--- src/brs_pkg.sv ---
// Shared constants for the block RAM reset sequencer and its memory end.
// Assumes one 20 MHz core clock drives both ends.
package brs_pkg;

  // ----------------------------------------------------------------
  // Timing
  // ----------------------------------------------------------------
  localparam int unsigned CORE_CLK_KHZ     = 20000;
  localparam int unsigned CORE_CLK_NS      = 50;
  localparam int unsigned MEM_FMAX_KHZ_DEF = 20000;
  localparam int unsigned CLK_DIV_DEF      = 2;
  localparam int unsigned CE_PRE_PULSES    = 1;
  localparam int unsigned CE_POST_PULSES   = 1;
  localparam int unsigned RST_HOLD_PULSES  = 1;

  // ----------------------------------------------------------------
  // Geometry and counter width
  // ----------------------------------------------------------------
  localparam int unsigned DATA_W_DEF = 8;
  localparam int unsigned ADDR_W_DEF = 4;
  localparam int unsigned CNT_W      = 16;

  // ----------------------------------------------------------------
  // Sequencer states and reset kinds
  // ----------------------------------------------------------------
  typedef enum logic [2:0] {
    ST_WAKE,
    ST_IDLE,
    ST_QUIESCE,
    ST_ASSERT,
    ST_RELEASE,
    ST_SYNC
  } brs_state_e;

  typedef enum logic [1:0] {
    KIND_FULL,
    KIND_RDPTR,
    KIND_GSR
  } brs_kind_e;

endpackage

--- src/brs_mem_if.sv ---
// Carrier between the fabric-side reset sequencer and the block RAM end.
// Assumes both ends run on the same core clock.
`timescale 1ns/10ps
`default_nettype none
interface brs_mem_if #(
  parameter int unsigned DW = brs_pkg::DATA_W_DEF,
  parameter int unsigned AW = brs_pkg::ADDR_W_DEF
);
  logic          wr_clk_pulse;
  logic          rd_clk_pulse;
  logic          ce;
  logic          wr_en;
  logic          wr_strobe;
  logic          fifo_read_strobe;
  logic [AW-1:0] addr;
  logic [DW-1:0] wr_data;
  logic          async_rst;
  logic          fifo_read_pointer_reset;
  logic          global_set_reset;
  logic          gsr_enable;
  logic          sync_rst;
  logic          fifo_mode;
  logic [DW-1:0] rd_data;
  logic          fifo_empty;
  logic          fifo_full;

  modport ctl (
    output wr_clk_pulse, rd_clk_pulse, ce, wr_en, wr_strobe, fifo_read_strobe, addr, wr_data,
    output async_rst, fifo_read_pointer_reset, global_set_reset, gsr_enable, sync_rst, fifo_mode,
    input  rd_data, fifo_empty, fifo_full
  );
  modport mem (
    input  wr_clk_pulse, rd_clk_pulse, ce, wr_en, wr_strobe, fifo_read_strobe, addr, wr_data,
    input  async_rst, fifo_read_pointer_reset, global_set_reset, gsr_enable, sync_rst, fifo_mode,
    output rd_data, fifo_empty, fifo_full
  );
endinterface
`default_nettype wire

--- src/brs_ebr_ctl.sv ---
// Fabric-side reset sequencer for an embedded block RAM.
// Assumes the memory end samples enables and strobes on its clock pulses.
//
// Notes on behaviour
// - Enables low one cycle around async reset.
// - Memory global reset always acts asynchronously.
// - Enables on: stop clocks one fmax period.
// - Preloaded memory: release global reset before outputs.
// - FIFO mode keeps global reset always connected.
// - FIFO strobes sequenced like clock enables.
// - FIFO full and pointer resets are asynchronous.
// - Sync reset, global off: no sequencing.
`timescale 1ns/10ps
`default_nettype none
module brs_ebr_ctl #(
  parameter int unsigned DW           = brs_pkg::DATA_W_DEF,
  parameter int unsigned AW           = brs_pkg::ADDR_W_DEF,
  parameter int unsigned CLK_DIV      = brs_pkg::CLK_DIV_DEF,
  parameter int unsigned MEM_FMAX_KHZ = brs_pkg::MEM_FMAX_KHZ_DEF
) (
  // Clock and reset
  input  wire logic          core_clk,
  input  wire logic          rst_n,
  // Configuration
  input  wire logic          cfg_fifo_mode,
  input  wire logic          cfg_gsr_enable,
  input  wire logic          cfg_sync_rst_mode,
  input  wire logic          cfg_keep_enables,
  // Reset requests
  input  wire logic          usr_rst_req,
  input  wire logic          usr_rp_rst_req,
  input  wire logic          usr_gsr_req,
  // Data path requests
  input  wire logic          usr_ce,
  input  wire logic          usr_wr_en,
  input  wire logic          usr_wr_strobe,
  input  wire logic          usr_rd_strobe,
  input  wire logic [AW-1:0] usr_addr,
  input  wire logic [DW-1:0] usr_wr_data,
  // Status and read data
  output logic               usr_busy_r,
  output logic               usr_io_release_r,
  output logic               usr_mem_tick_r,
  output logic [DW-1:0]      usr_rd_data_r,
  output logic               usr_empty_r,
  output logic               usr_full_r,
  // Memory side
  brs_mem_if.ctl             m
);

  // ----------------------------------------------------------------
  // Derived timing
  // ----------------------------------------------------------------
  localparam int unsigned FMAX_PERIOD_NS = (1000000 + MEM_FMAX_KHZ - 1) / MEM_FMAX_KHZ;
  localparam int unsigned STEADY_RAW     = (FMAX_PERIOD_NS + brs_pkg::CORE_CLK_NS - 1) / brs_pkg::CORE_CLK_NS;
  localparam int unsigned STEADY_CYC     = (STEADY_RAW < 1) ? 1 : STEADY_RAW;
  localparam logic [brs_pkg::CNT_W-1:0] STEADY_LAST = brs_pkg::CNT_W'(STEADY_CYC - 1);
  localparam logic [brs_pkg::CNT_W-1:0] DIV_LAST    = brs_pkg::CNT_W'(CLK_DIV - 1);
  localparam logic [brs_pkg::CNT_W-1:0] PRE_LAST    = brs_pkg::CNT_W'(brs_pkg::CE_PRE_PULSES - 1);
  localparam logic [brs_pkg::CNT_W-1:0] HOLD_LAST   = brs_pkg::CNT_W'(brs_pkg::RST_HOLD_PULSES - 1);
  localparam logic [brs_pkg::CNT_W-1:0] POST_LAST   = brs_pkg::CNT_W'(brs_pkg::CE_POST_PULSES - 1);

  if (CLK_DIV < 1 || CLK_DIV > 65535) $error("brs_ebr_ctl: CLK_DIV out of range");
  if (MEM_FMAX_KHZ < 1 || STEADY_CYC > 65535) $error("brs_ebr_ctl: MEM_FMAX_KHZ out of range");
  if (DW < 1 || AW < 1 || AW > 12) $error("brs_ebr_ctl: unsupported geometry");

  // ----------------------------------------------------------------
  // Memory clock divider
  // ----------------------------------------------------------------
  logic [brs_pkg::CNT_W-1:0] div_r;
  logic [brs_pkg::CNT_W-1:0] div_nxt;
  logic                      tick;

  assign tick = (div_r == DIV_LAST);

  always_comb begin
    div_nxt = tick ? '0 : div_r + 1'b1;
  end

  always_ff @(posedge core_clk or negedge rst_n) begin
    if (!rst_n) begin
      div_r <= '0;
    end else begin
      div_r <= div_nxt;
    end
  end

  // ----------------------------------------------------------------
  // Sequencer
  // ----------------------------------------------------------------
  brs_pkg::brs_state_e       st_r,   st_nxt;
  brs_pkg::brs_kind_e        kind_r, kind_nxt;
  logic [brs_pkg::CNT_W-1:0] cnt_r,  cnt_nxt;
  logic                      stop_r, stop_nxt;
  logic                      pend_full_r, pend_full_nxt;
  logic                      pend_rp_r,   pend_rp_nxt;
  logic                      pend_gsr_r,  pend_gsr_nxt;
  logic                      step;
  logic                      last;
  logic [brs_pkg::CNT_W-1:0] lim;

  // Gated route counts memory clock pulses; the clock-stop route counts core clock cycles up to one fmax period.
  always_comb begin
    case (st_r)
      brs_pkg::ST_QUIESCE: lim = PRE_LAST;
      brs_pkg::ST_ASSERT:  lim = HOLD_LAST;
      default:             lim = POST_LAST;
    endcase
    if (stop_r) begin
      lim = STEADY_LAST;
    end
    step = stop_r ? 1'b1 : m.rd_clk_pulse;
    last = step && (cnt_r == lim);
  end

  always_comb begin
    st_nxt        = st_r;
    kind_nxt      = kind_r;
    stop_nxt      = stop_r;
    cnt_nxt       = step ? cnt_r + 1'b1 : cnt_r;
    // A request arriving while its pending bit is taken is kept.
    pend_full_nxt = pend_full_r | usr_rst_req;
    pend_rp_nxt   = pend_rp_r | (usr_rp_rst_req & cfg_fifo_mode);
    pend_gsr_nxt  = pend_gsr_r | usr_gsr_req;
    case (st_r)
      brs_pkg::ST_WAKE: begin
        if (last) begin
          st_nxt  = brs_pkg::ST_RELEASE;
          cnt_nxt = '0;
        end
      end
      brs_pkg::ST_IDLE: begin
        cnt_nxt = '0;
        if (pend_gsr_r) begin
          kind_nxt   = brs_pkg::KIND_GSR;
          pend_gsr_nxt = usr_gsr_req;
          st_nxt     = brs_pkg::ST_QUIESCE;
          stop_nxt   = cfg_keep_enables;
        end else if (pend_full_r) begin
          kind_nxt      = brs_pkg::KIND_FULL;
          pend_full_nxt = usr_rst_req;
          if (cfg_sync_rst_mode && !cfg_gsr_enable && !cfg_fifo_mode) begin
            st_nxt = brs_pkg::ST_SYNC;
          end else begin
            st_nxt   = brs_pkg::ST_QUIESCE;
            stop_nxt = cfg_keep_enables;
          end
        end else if (pend_rp_r) begin
          kind_nxt    = brs_pkg::KIND_RDPTR;
          pend_rp_nxt = usr_rp_rst_req & cfg_fifo_mode;
          st_nxt      = brs_pkg::ST_QUIESCE;
          stop_nxt    = cfg_keep_enables;
        end
      end
      brs_pkg::ST_QUIESCE: begin
        if (last) begin
          st_nxt  = brs_pkg::ST_ASSERT;
          cnt_nxt = '0;
        end
      end
      brs_pkg::ST_ASSERT: begin
        if (last) begin
          st_nxt  = brs_pkg::ST_RELEASE;
          cnt_nxt = '0;
        end
      end
      brs_pkg::ST_RELEASE: begin
        if (last) begin
          st_nxt   = brs_pkg::ST_IDLE;
          stop_nxt = 1'b0;
          cnt_nxt  = '0;
        end
      end
      brs_pkg::ST_SYNC: begin
        if (m.rd_clk_pulse) begin
          st_nxt = brs_pkg::ST_IDLE;
        end
      end
      default: begin
        st_nxt = brs_pkg::ST_IDLE;
      end
    endcase
  end

  always_ff @(posedge core_clk or negedge rst_n) begin
    if (!rst_n) begin
      st_r        <= brs_pkg::ST_WAKE;
      kind_r      <= brs_pkg::KIND_GSR;
      cnt_r       <= '0;
      stop_r      <= 1'b0;
      pend_full_r <= 1'b0;
      pend_rp_r   <= 1'b0;
      pend_gsr_r  <= 1'b0;
    end else begin
      st_r        <= st_nxt;
      kind_r      <= kind_nxt;
      cnt_r       <= cnt_nxt;
      stop_r      <= stop_nxt;
      pend_full_r <= pend_full_nxt;
      pend_rp_r   <= pend_rp_nxt;
      pend_gsr_r  <= pend_gsr_nxt;
    end
  end

  // ----------------------------------------------------------------
  // Registered memory-side and user-side outputs
  // ----------------------------------------------------------------
  logic rst_on;
  logic gate_all;
  logic gate_rd;
  logic io_rel_r;
  logic io_rel_nxt;

  always_comb begin
    rst_on   = (st_nxt == brs_pkg::ST_ASSERT) || (st_nxt == brs_pkg::ST_WAKE);
    // Enables are held low from quiesce to one cycle after release, unless clocks stop.
    gate_all = !stop_nxt && (st_nxt inside {brs_pkg::ST_WAKE, brs_pkg::ST_QUIESCE,
                                            brs_pkg::ST_ASSERT, brs_pkg::ST_RELEASE})
               && (kind_nxt != brs_pkg::KIND_RDPTR);
    // A read-pointer reset is sequenced against the read strobe only.
    gate_rd  = gate_all || (!stop_nxt && kind_nxt == brs_pkg::KIND_RDPTR
               && st_nxt inside {brs_pkg::ST_QUIESCE, brs_pkg::ST_ASSERT, brs_pkg::ST_RELEASE});
    // Outputs open only once the wake-up global reset has been released.
    io_rel_nxt = io_rel_r || (st_r == brs_pkg::ST_RELEASE && kind_r == brs_pkg::KIND_GSR && last);
  end

  always_ff @(posedge core_clk or negedge rst_n) begin
    if (!rst_n) begin
      m.wr_clk_pulse            <= 1'b0;
      m.rd_clk_pulse            <= 1'b0;
      m.ce                      <= 1'b0;
      m.wr_en                   <= 1'b0;
      m.wr_strobe               <= 1'b0;
      m.fifo_read_strobe        <= 1'b0;
      m.addr                    <= '0;
      m.wr_data                 <= '0;
      m.async_rst               <= 1'b0;
      m.fifo_read_pointer_reset <= 1'b0;
      m.global_set_reset        <= 1'b1;
      m.gsr_enable              <= 1'b0;
      m.sync_rst                <= 1'b0;
      m.fifo_mode               <= 1'b0;
      io_rel_r                  <= 1'b0;
      usr_busy_r                <= 1'b1;
      usr_io_release_r          <= 1'b0;
      usr_mem_tick_r            <= 1'b0;
      usr_rd_data_r             <= '0;
      usr_empty_r               <= 1'b1;
      usr_full_r                <= 1'b0;
    end else begin
      m.wr_clk_pulse            <= tick & ~stop_nxt;
      m.rd_clk_pulse            <= tick & ~stop_nxt;
      m.ce                      <= usr_ce & ~gate_all;
      m.wr_en                   <= usr_wr_en & ~gate_all;
      m.wr_strobe               <= usr_wr_strobe & ~gate_all;
      m.fifo_read_strobe        <= usr_rd_strobe & ~gate_rd;
      m.addr                    <= usr_addr;
      m.wr_data                 <= usr_wr_data;
      m.async_rst               <= rst_on && kind_nxt == brs_pkg::KIND_FULL;
      m.fifo_read_pointer_reset <= rst_on && kind_nxt == brs_pkg::KIND_RDPTR;
      m.global_set_reset        <= rst_on && kind_nxt == brs_pkg::KIND_GSR;
      m.gsr_enable              <= cfg_gsr_enable;
      m.sync_rst                <= (st_nxt == brs_pkg::ST_SYNC);
      m.fifo_mode               <= cfg_fifo_mode;
      io_rel_r                  <= io_rel_nxt;
      usr_busy_r                <= (st_nxt != brs_pkg::ST_IDLE);
      usr_io_release_r          <= io_rel_nxt;
      usr_mem_tick_r            <= tick & ~stop_nxt;
      usr_rd_data_r             <= m.rd_data;
      usr_empty_r               <= m.fifo_empty;
      usr_full_r                <= m.fifo_full;
    end
  end

endmodule
`default_nettype wire

--- src/flat_wrapper.sv ---
// flat-port wrapper written by rule: the top's interface ports become plain ports
module brs_ebr_ctl_flat 
#(
  parameter int unsigned DW           = brs_pkg::DATA_W_DEF,
  parameter int unsigned AW           = brs_pkg::ADDR_W_DEF,
  parameter int unsigned CLK_DIV      = brs_pkg::CLK_DIV_DEF,
  parameter int unsigned MEM_FMAX_KHZ = brs_pkg::MEM_FMAX_KHZ_DEF
)
  (core_clk, rst_n, cfg_fifo_mode, cfg_gsr_enable, cfg_sync_rst_mode, cfg_keep_enables, usr_rst_req, usr_rp_rst_req, usr_gsr_req, usr_ce, usr_wr_en, usr_wr_strobe, usr_rd_strobe, usr_addr, usr_wr_data, usr_busy_r, usr_io_release_r, usr_mem_tick_r, usr_rd_data_r, usr_empty_r, usr_full_r, m_wr_clk_pulse, m_rd_clk_pulse, m_ce, m_wr_en, m_wr_strobe, m_fifo_read_strobe, m_addr, m_wr_data, m_async_rst, m_fifo_read_pointer_reset, m_global_set_reset, m_gsr_enable, m_sync_rst, m_fifo_mode, m_rd_data, m_fifo_empty, m_fifo_full);
  brs_mem_if #(.DW(DW), .AW(AW)) m_i ();
  input  wire logic core_clk;
  input  wire logic rst_n;
  input  wire logic cfg_fifo_mode;
  input  wire logic cfg_gsr_enable;
  input  wire logic cfg_sync_rst_mode;
  input  wire logic cfg_keep_enables;
  input  wire logic usr_rst_req;
  input  wire logic usr_rp_rst_req;
  input  wire logic usr_gsr_req;
  input  wire logic usr_ce;
  input  wire logic usr_wr_en;
  input  wire logic usr_wr_strobe;
  input  wire logic usr_rd_strobe;
  input  wire logic [AW-1:0] usr_addr;
  input  wire logic [DW-1:0] usr_wr_data;
  output logic usr_busy_r;
  output logic usr_io_release_r;
  output logic usr_mem_tick_r;
  output logic [DW-1:0] usr_rd_data_r;
  output logic usr_empty_r;
  output logic usr_full_r;
  output wire logic [$bits(m_i.wr_clk_pulse)-1:0] m_wr_clk_pulse;
  output wire logic [$bits(m_i.rd_clk_pulse)-1:0] m_rd_clk_pulse;
  output wire logic [$bits(m_i.ce)-1:0] m_ce;
  output wire logic [$bits(m_i.wr_en)-1:0] m_wr_en;
  output wire logic [$bits(m_i.wr_strobe)-1:0] m_wr_strobe;
  output wire logic [$bits(m_i.fifo_read_strobe)-1:0] m_fifo_read_strobe;
  output wire logic [$bits(m_i.addr)-1:0] m_addr;
  output wire logic [$bits(m_i.wr_data)-1:0] m_wr_data;
  output wire logic [$bits(m_i.async_rst)-1:0] m_async_rst;
  output wire logic [$bits(m_i.fifo_read_pointer_reset)-1:0] m_fifo_read_pointer_reset;
  output wire logic [$bits(m_i.global_set_reset)-1:0] m_global_set_reset;
  output wire logic [$bits(m_i.gsr_enable)-1:0] m_gsr_enable;
  output wire logic [$bits(m_i.sync_rst)-1:0] m_sync_rst;
  output wire logic [$bits(m_i.fifo_mode)-1:0] m_fifo_mode;
  input wire logic [$bits(m_i.rd_data)-1:0] m_rd_data;
  input wire logic [$bits(m_i.fifo_empty)-1:0] m_fifo_empty;
  input wire logic [$bits(m_i.fifo_full)-1:0] m_fifo_full;
  assign m_wr_clk_pulse = m_i.wr_clk_pulse;
  assign m_rd_clk_pulse = m_i.rd_clk_pulse;
  assign m_ce = m_i.ce;
  assign m_wr_en = m_i.wr_en;
  assign m_wr_strobe = m_i.wr_strobe;
  assign m_fifo_read_strobe = m_i.fifo_read_strobe;
  assign m_addr = m_i.addr;
  assign m_wr_data = m_i.wr_data;
  assign m_async_rst = m_i.async_rst;
  assign m_fifo_read_pointer_reset = m_i.fifo_read_pointer_reset;
  assign m_global_set_reset = m_i.global_set_reset;
  assign m_gsr_enable = m_i.gsr_enable;
  assign m_sync_rst = m_i.sync_rst;
  assign m_fifo_mode = m_i.fifo_mode;
  assign m_i.rd_data = m_rd_data;
  assign m_i.fifo_empty = m_fifo_empty;
  assign m_i.fifo_full = m_fifo_full;
  brs_ebr_ctl #(.DW(DW), .AW(AW), .CLK_DIV(CLK_DIV), .MEM_FMAX_KHZ(MEM_FMAX_KHZ)) u_core (.core_clk(core_clk), .rst_n(rst_n), .cfg_fifo_mode(cfg_fifo_mode), .cfg_gsr_enable(cfg_gsr_enable), .cfg_sync_rst_mode(cfg_sync_rst_mode), .cfg_keep_enables(cfg_keep_enables), .usr_rst_req(usr_rst_req), .usr_rp_rst_req(usr_rp_rst_req), .usr_gsr_req(usr_gsr_req), .usr_ce(usr_ce), .usr_wr_en(usr_wr_en), .usr_wr_strobe(usr_wr_strobe), .usr_rd_strobe(usr_rd_strobe), .usr_addr(usr_addr), .usr_wr_data(usr_wr_data), .usr_busy_r(usr_busy_r), .usr_io_release_r(usr_io_release_r), .usr_mem_tick_r(usr_mem_tick_r), .usr_rd_data_r(usr_rd_data_r), .usr_empty_r(usr_empty_r), .usr_full_r(usr_full_r), .m(m_i));
endmodule
--- config.mk ---
export PLATFORM = sky130hd
export DESIGN_NAME = brs_ebr_ctl_flat
export DESIGN_NICKNAME = d
export VERILOG_FILES = /design/src/brs_pkg.sv /design/src/brs_mem_if.sv /design/src/brs_ebr_ctl.sv /design/src/flat_wrapper.sv
export SDC_FILE = /design/constraint.sdc
export NUM_CORES = 1
export LEC_CHECK = 0
export BUFFER_PORTS_ARGS = -buffer_cell sky130_fd_sc_hd__buf_4
export CORE_UTILIZATION = 30
export CTS_BUF_LIST = sky130_fd_sc_hd__clkbuf_16
export CTS_CLUSTER_SIZE = 20
export DETAILED_ROUTE_END_ITERATION = 6
export PLACE_DENSITY = 0.48
export SYNTH_ARGS = -nofsm -noshare
export SYNTH_HDL_FRONTEND = slang
export SYNTH_SLANG_ARGS = --single-unit
--- constraint.sdc ---
create_clock -name core_clk -period 2 [get_ports core_clk]
set_clock_uncertainty 0.05 [all_clocks]
set_input_delay 0.3 -clock core_clk [delete_from_list [all_inputs] [get_ports core_clk]]
set_output_delay 0.3 -clock core_clk [all_outputs]
set_load 0.01 [all_outputs]
After elaboration in Yosys (flattened, before gate mapping):

Index checks and enable logic that the tools add are counted.

* $add $sub $neg: 2
* multipliers: 0
* div/mod/pow operators: 0
* $lt $le $gt $ge: 0
* equality and inequality tests: 15
* shifts and indexed selects: 0
* muxes and demuxes: 33
* bitwise operators: 12
* reduce and logical (&&, ||, !) cells: 26

Operators with widths (count)
* 2-to-1 mux 16 bit: 3
* adder 16 x 1 -> 16 bit, second input constant: 2
* case mux 16 bit (2 select lines): 1
* 2-to-1 mux 3 bit: 8
* == test 16 x 1 -> 1 bit, second input constant: 1
* zero test 16 bit: 1
* 2-to-1 mux 1 bit: 15
* case mux 3 bit (5 select lines): 1
* == test 3 x 2 -> 1 bit, second input constant: 4
* == test 3 bit, second input constant: 4
* logical AND 1 bit: 12
* 2-to-1 mux 2 bit: 4
* bitwise AND 1 bit: 6
* zero test 3 bit: 2
* == test 2 bit, second input constant: 2
* nonzero test 4 bit: 1
* OR reduction 4 bit: 1
* == test 3 x 1 -> 1 bit, second input constant: 1
* zero test 1 bit: 3
* logical OR 1 bit: 3
* inequality test 3 x 1 -> 1 bit, second input constant: 1
* inverter 1 bit: 3
* bitwise OR 1 bit: 3
* nonzero test 3 bit: 1
* other kinds (5): 5

* register bits after elaboration: 76
* latch bits: 0
* memory bits (writable): 0
* ROM bits: 0
* input bits: 35
* memories kept: 0

Longest topological paths before layout:

* word-level depth: 14
* gate-level depth with buffers: 8
* mapped depth without buffers: 7

Worst setup path after synthesis:

No wires, ideal clock.

* path kind: register to register
* from: reg u_core.cnt_r[0] (netlist bit)
* to: reg u_core.cnt_r[12] (netlist bit)
* data arrival time: 1.595 ns
* required time: 1.831 ns
* slack: 0.236 ns
* stages on the path, launching flop included: 9
* cells stage by stage: dfrtp_1 inv_1 ha_1 nor4b_2 and4_2 a21oi_2 o22ai_4 buf_6 nor2_1

* cells in the longest elaborated chain, start to end: 4
* elaborated cells between the ends (all ways): 6

RTL lines
* start: declaration: line brs_ebr_ctl.sv:93 `logic [brs_pkg::CNT_W-1:0] cnt_r, cnt_nxt;`
* start signal: assignment: line brs_ebr_ctl.sv:197 `cnt_r <= cnt_nxt;`
* adder 16 x 1 -> 16 bit or zero test 16 bit (tied branches): line brs_ebr_ctl.sv:120, brs_ebr_ctl.sv:113
* 2-to-1 mux 16 bit or logical AND 1 bit (tied branches): line brs_ebr_ctl.sv:120, brs_ebr_ctl.sv:113
* 2-to-1 mux 16 bit
* case mux 16 bit (2 select lines) *: line brs_ebr_ctl.sv:125 `case (st_r)`
* named net u_core.cnt_nxt (one bit): line brs_ebr_ctl.sv:93

The timed path passes the listed nets; every way through them passes the cells marked *.

Worst setup path after layout:

* from: reg u_core.cnt_r[0] (netlist bit)
* to: reg u_core.m.ce

* cells in the longest elaborated chain, start to end: 10
* elaborated cells between the ends (all ways): 18

RTL lines
* zero test 16 bit *: line brs_ebr_ctl.sv:113 `last = step && (cnt_r == lim);`
* logical AND 1 bit *: line brs_ebr_ctl.sv:113
* 2-to-1 mux 3 bit (on tied branches)
* case mux 3 bit (5 select lines): line brs_ebr_ctl.sv:125
* == test 3 x 2 -> 1 bit (tied with other cells): line brs_ebr_ctl.sv:217 `gate_all = !stop_nxt && (st_nxt inside {brs_pkg::ST_WAKE, brs_pkg::ST_QUIESCE,`
* nonzero test 4 bit: line brs_ebr_ctl.sv:217
* logical AND 1 bit *: line brs_ebr_ctl.sv:217
* logical AND 1 bit *: line brs_ebr_ctl.sv:219 `&& (kind_nxt != brs_pkg::KIND_RDPTR);`
* inverter 1 bit *: line brs_ebr_ctl.sv:253 `m.ce <= usr_ce & ~gate_all;`
* bitwise AND 1 bit *: line brs_ebr_ctl.sv:253
* end signal: assignment: line brs_ebr_ctl.sv:253
* end: declaration: line brs_mem_if.sv:28 `output wr_clk_pulse, rd_clk_pulse, ce, wr_en, wr_strobe, fifo_read_strobe, addr, wr_data,`

Every way passes the cells marked *; elsewhere a longest branch is shown, timed or not.

==> results.md <==
Clock tree:
- The total clock buffers created by CTS is 9.
- The clock root buffer is sky130_fd_sc_hd__clkbuf_16.
- No sink is reached through more buffers than the 2 on the longest clock path.
- The H-tree generated during clock tree synthesis spans 3 levels.
- The clock transition at the register clock pins on the worst setup and hold paths after CTS is 0.06 ns.
- TritonCTS built the clock tree.
- The clock drives 76 sinks.
- The clock network latency to the later pin of the worst-skew pair is 0.33 ns.

Drt:
- The residual DRC count is 0.
- The number of vias in the routed layout is 2366.
- The sum of routed wire length over all layers is 6995 um.
- The number of routed nets with antenna violations is 0.
- After the first detailed-routing iteration, the DRC count stood at 102.
- The routed length per instance is 13.77 um.
- In the routed layout, each cell is associated on average with a via count of 4.657.
- The first-pass iteration count of the detailed router is 4.

Critical path:
- Data on the critical path is required at its endpoint by 2.22 ns.
- The dominant delay contributor by cell family on the critical path is simple AND/OR/NAND/NOR gates.
- Counting both buffers and inverters, the worst setup path holds a total of 1.
- Across all register-to-register paths, the minimum setup slack is 0.11 ns.
- The cell depth of the worst flop-to-flop path is 7.
- The type of the setup path with the least slack is reg -> reg.
- The critical path goes through inv_2 > ha_2 > nor4b_4 > and4_2 > a21oi_1 > o2111ai_2 > and2_1.
- The maximum fanout along the worst path is 5.
- The endpoint identified for the worst register-to-register timing path is u_core.m.ce.
- Data arrives at the worst endpoint at 2.11 ns.
- On the critical path, the stage with the largest delay is an instance of sky130_fd_sc_hd__dfrtp_1.
- In this run the critical register-to-register path is launched from u_core.cnt_r[0].
- STA classifies the critical path startpoint as a register.
- The largest single stage delay on the critical path is 0.40 ns.
- The element type at the critical path end is a register.

STA:
- The remaining max-slew budget at the tightest pin is 0.5944.
- The number of failing hold endpoints at the final stage was 0.
- Dividing the final minimum period by the clock period gives 0.9432.
- The setup total negative slack is 0 ns.
- The worst-case hold slack is 0.02059 ns.
- Setup repair after global routing left no endpoint under its margin.
- The total count of max-transition violations in the final report came to 0.
- The slew at the pin with the worst max-slew slack is 0.6085 ns.
- Derived from the worst setup path, the maximum achievable clock frequency is 530.1 MHz.
- The clock period could shrink to 1.886 ns.
- The total of endpoints with negative setup slack in the final report is 0.

Floorplanning:
- The starting density of the core is 0.3095.
- The top-level I/O count is 72.
- The horizontal die dimension is 105.4 um.
- The floorplan has 37 rows.
- The die covers 11120 um2.
- The vertical die dimension is 105.4 um.
- The region available for standard cell placement spans 10370 um2.

Hold path:
- The path class of the tightest hold or removal check is in -> reg.
- The worst hold path begins at m_rd_data[2].
- For hold timing, the worst endpoint is u_core.usr_rd_data_r[2].
- The worst hold path stage count is 1.

Yosys:
- The number of synthesized flops with an enable pin is 0.
- The gate count after technology mapping is 278.
- The number of synthesis warnings is 0.
- The synthesized area per cell is 11.54 um2.
- In the post-synthesis netlist, the biggest area contributors are sky130_fd_sc_hd__dfrtp_1 56%, sky130_fd_sc_hd__xnor2_1 5.5%, sky130_fd_sc_hd__nor2_1 3.7%.
- The distinct cell type count after synthesis is 54.
- For this run, the leading register cell type out of synthesis is sky130_fd_sc_hd__dfrtp_1.
- The number of nets handed over by synthesis was 317.
- Of all flip-flops after synthesis, the portion carrying an async set or reset was 1.000.
- The combined area of all synthesized cells is 3209 um2.
- The number of storage elements in the synthesis netlist is 76.
- The share of synthesized area occupied by flip-flops and latches is 0.5942.
- The library cell with the largest summed area after synthesis is sky130_fd_sc_hd__dfrtp_1.
- The area fraction of the dominant cell type after synthesis is 0.5614.

Power and ir drop:
- The total net switching power is 1455 uW.
- The combinational share of power is 0.269.
- Of the total power, registers draw 0.392.
- In this run the power density over the cells is 1096 nW/um2.
- The internal power of the cells totals 3313 uW.
- The clock power share is 0.340.
- The peak ir drop on the vdd network is 369.2 uV.
- The switching part of the total power is 0.3052.
- The standby leakage power is 0.001971 uW.

Global route:
- After global routing the overflow that remains totals 0.
- The number of antenna violations at the first check in global routing is 0.
- The number of global-route vias before repair is 2324.
- Across every metal layer, demand over resource in global routing totals 0.1392.
- Entering global routing, the biggest net connects 53 pins.
- The first global-routing pass estimated 11880 um of wire.

Final layout:
- Fill cells in the final layout number 1005.
- The sequential cell area is 1907 um2.
- The area taken by multi-input logic gates is 1270 um2.
- In the final layout, the share of cells above drive strength 1 is 0.3306.
- Excluding fillers, the count of instances in the completed layout stands at 508.
- The final net count is 406.
- After routing the design area is 4349 um2.
- The relative area change from synthesis to final layout is 35.52%.
- The repair_antennas step left the layout with diodes totalling 0.

Flow run:
- Across the run, the number of max-cap violations was 0.

Place:
- The final RePlAce weighted congestion is 0.8053.
- The total half-perimeter wirelength after legalization and detailed placement is 5016 um.
- The count of buffers from port buffering is 71.
- The placed instance count is 489.
- Once placement finished, the instance area stood at 3978 um2.

Run status:
- The run finished with clean final reports.
-- layout make-up --
cell class / instances / share of cell area
flip-flops and latches: 76 / 0.4384
multi-input cells: 186 / 0.2920
repair buffers: 86 / 0.1548
clock buffers: 9 / 0.05178
well taps: 136 / 0.03913
clock inverters: 7 / 0.01697
inverters: 8 / 0.006904
-- placed cells by master (no fill, tap or decap), types with 2 or more instances in the layout --
| cell | netlist | layout |
|---|---|---|
| sky130_fd_sc_hd__dfstp_2 | 4 | 4 |
| sky130_fd_sc_hd__nor2_1 | 32 | 32 |
| sky130_fd_sc_hd__and2_1 | 3 | 3 |
| sky130_fd_sc_hd__nand3_1 | 17 | 17 |
| sky130_fd_sc_hd__buf_4 | 2 | 83 |
| sky130_fd_sc_hd__o21ai_0 | 8 | 7 |
| sky130_fd_sc_hd__nor3_1 | 6 | 6 |
| sky130_fd_sc_hd__clkbuf_16 | 0 | 9 |
| sky130_fd_sc_hd__a21o_1 | 4 | 4 |
| sky130_fd_sc_hd__nand4_1 | 8 | 8 |
| sky130_fd_sc_hd__o22a_1 | 2 | 2 |
| sky130_fd_sc_hd__and3_1 | 7 | 7 |
| sky130_fd_sc_hd__inv_1 | 8 | 7 |
| sky130_fd_sc_hd__buf_12 | 0 | 2 |
| sky130_fd_sc_hd__nand2_1 | 19 | 19 |
| sky130_fd_sc_hd__a21oi_1 | 5 | 5 |
| sky130_fd_sc_hd__clkinv_2 | 0 | 2 |
| sky130_fd_sc_hd__ha_1 | 4 | 3 |
| sky130_fd_sc_hd__nor4_1 | 4 | 4 |
| sky130_fd_sc_hd__nor3b_1 | 2 | 2 |
| sky130_fd_sc_hd__dfrtp_1 | 72 | 72 |
| sky130_fd_sc_hd__nor2b_1 | 3 | 3 |
| sky130_fd_sc_hd__xnor2_1 | 20 | 20 |
| sky130_fd_sc_hd__inv_6 | 0 | 3 |
| sky130_fd_sc_hd__xor2_1 | 10 | 10 |
-- flip-flops by register name (all words and copies together) (netlist names), 2 cells and up --
signal / cells
u_core.cnt_r: 16
u_core.div_r: 16
u_core.m.wr_data: 8
u_core.usr_rd_data_r: 8
u_core.m.addr: 4
u_core.st_r: 3
u_core.kind_r: 2
-- power by group through the flow --
stage	clock network (uW)	registers (uW)	logic (uW)
global route	1750	1900	1410
CTS	1690	1870	1220
global placement	0	1890	1200
floorplan	0	1890	724
detailed placement	0	1890	1210
finish	1620	1870	1280
-- routing by layer --
metal	routed length [um]	vias up	global-route usage
li1	-	1149	-
met5	0	-	0
met1	3452	1139	0.1913
met4	159	0	0.08149
met3	366	11	0.03216
met2	3016	67	0.1997
-- cell families (layout without fill, tap and decap cells) --
logic type	after synthesis	after routing	synth area share
simple gates	116	116	0.1953
flops	76	76	0.5942
buf+inv	16	110	0.02495
xor+xnor	30	30	0.08187
fa+ha+maj	5	5	0.01871
compound gates	35	35	0.08499
-- worst register-to-register path, stage by stage (launching register included) --
cell                        delay [ns]
sky130_fd_sc_hd__dfrtp_1          0.40
sky130_fd_sc_hd__inv_2            0.07
sky130_fd_sc_hd__ha_2             0.17
sky130_fd_sc_hd__nor4b_4          0.20
sky130_fd_sc_hd__and4_2           0.36
sky130_fd_sc_hd__a21oi_1          0.14
sky130_fd_sc_hd__o2111ai_2        0.29
sky130_fd_sc_hd__and2_1           0.16
-- cell usage after synthesis, types with 2 or more instances --
| master | count |
|---|---|
| sky130_fd_sc_hd__o21ai_0 | 8 |
| sky130_fd_sc_hd__buf_2 | 3 |
| sky130_fd_sc_hd__a21o_1 | 4 |
| sky130_fd_sc_hd__nor2_1 | 32 |
| sky130_fd_sc_hd__xor2_1 | 10 |
| sky130_fd_sc_hd__xnor2_1 | 20 |
| sky130_fd_sc_hd__nor4b_1 | 2 |
| sky130_fd_sc_hd__ha_1 | 4 |
| sky130_fd_sc_hd__nand2_1 | 19 |
| sky130_fd_sc_hd__dfrtp_1 | 72 |
| sky130_fd_sc_hd__o2111ai_1 | 2 |
| sky130_fd_sc_hd__o22a_1 | 2 |
| sky130_fd_sc_hd__dfstp_2 | 4 |
| sky130_fd_sc_hd__buf_4 | 2 |
| sky130_fd_sc_hd__nor4_1 | 4 |
| sky130_fd_sc_hd__a31oi_1 | 2 |
| sky130_fd_sc_hd__inv_1 | 8 |
| sky130_fd_sc_hd__and3_1 | 7 |
| sky130_fd_sc_hd__nor2b_1 | 3 |
| sky130_fd_sc_hd__nor3b_1 | 2 |
| sky130_fd_sc_hd__nand3_1 | 17 |
| sky130_fd_sc_hd__and2_1 | 3 |
| sky130_fd_sc_hd__nor3_1 | 6 |
| sky130_fd_sc_hd__nand4_1 | 8 |
| sky130_fd_sc_hd__a21oi_1 | 5 |
-- how the worst max path moves through the flow --
stage	slack, ns	to	from	cells after the start
final	0.11	u_core.m.ce	u_core.cnt_r[0]	7
after global routing	0.003	u_core.m.ce	u_core.cnt_r[0]	7
after CTS	0.02	u_core.m.ce	u_core.cnt_r[0]	7
after detailed placement	0.06	u_core.m.ce	u_core.cnt_r[0]	7
after global placement	0.11	u_core.m.ce	u_core.cnt_r[0]	7
after floorplan	0.24	u_core.cnt_r[12]	u_core.cnt_r[0]	8
-- repair_timing --
item,4_1_cts,5_1_grt
setup endpoints to repair,0,26
gates resized for setup,0,9
setup buffers,0,2
hold buffers,1,0
endpoints found under the hold margin,22,0
-- metrics by stage --
| step | utilization | setup WS (ns) | total power, uW |
|---|---|---|---|
| after CTS | 0.4134 | 0.01512 | 4774 |
| final | 0.4194 | 0.1137 | 4767 |
| after floorplan | - | 0.2359 | 2613 |
| after global placement | 0.3836 | 0.1085 | 3094 |
| after global routing | 0.4194 | 0.003108 | 5053 |
| after detailed placement | 0.3836 | 0.05588 | 3106 |
Power figures use the tool's default switching activity.
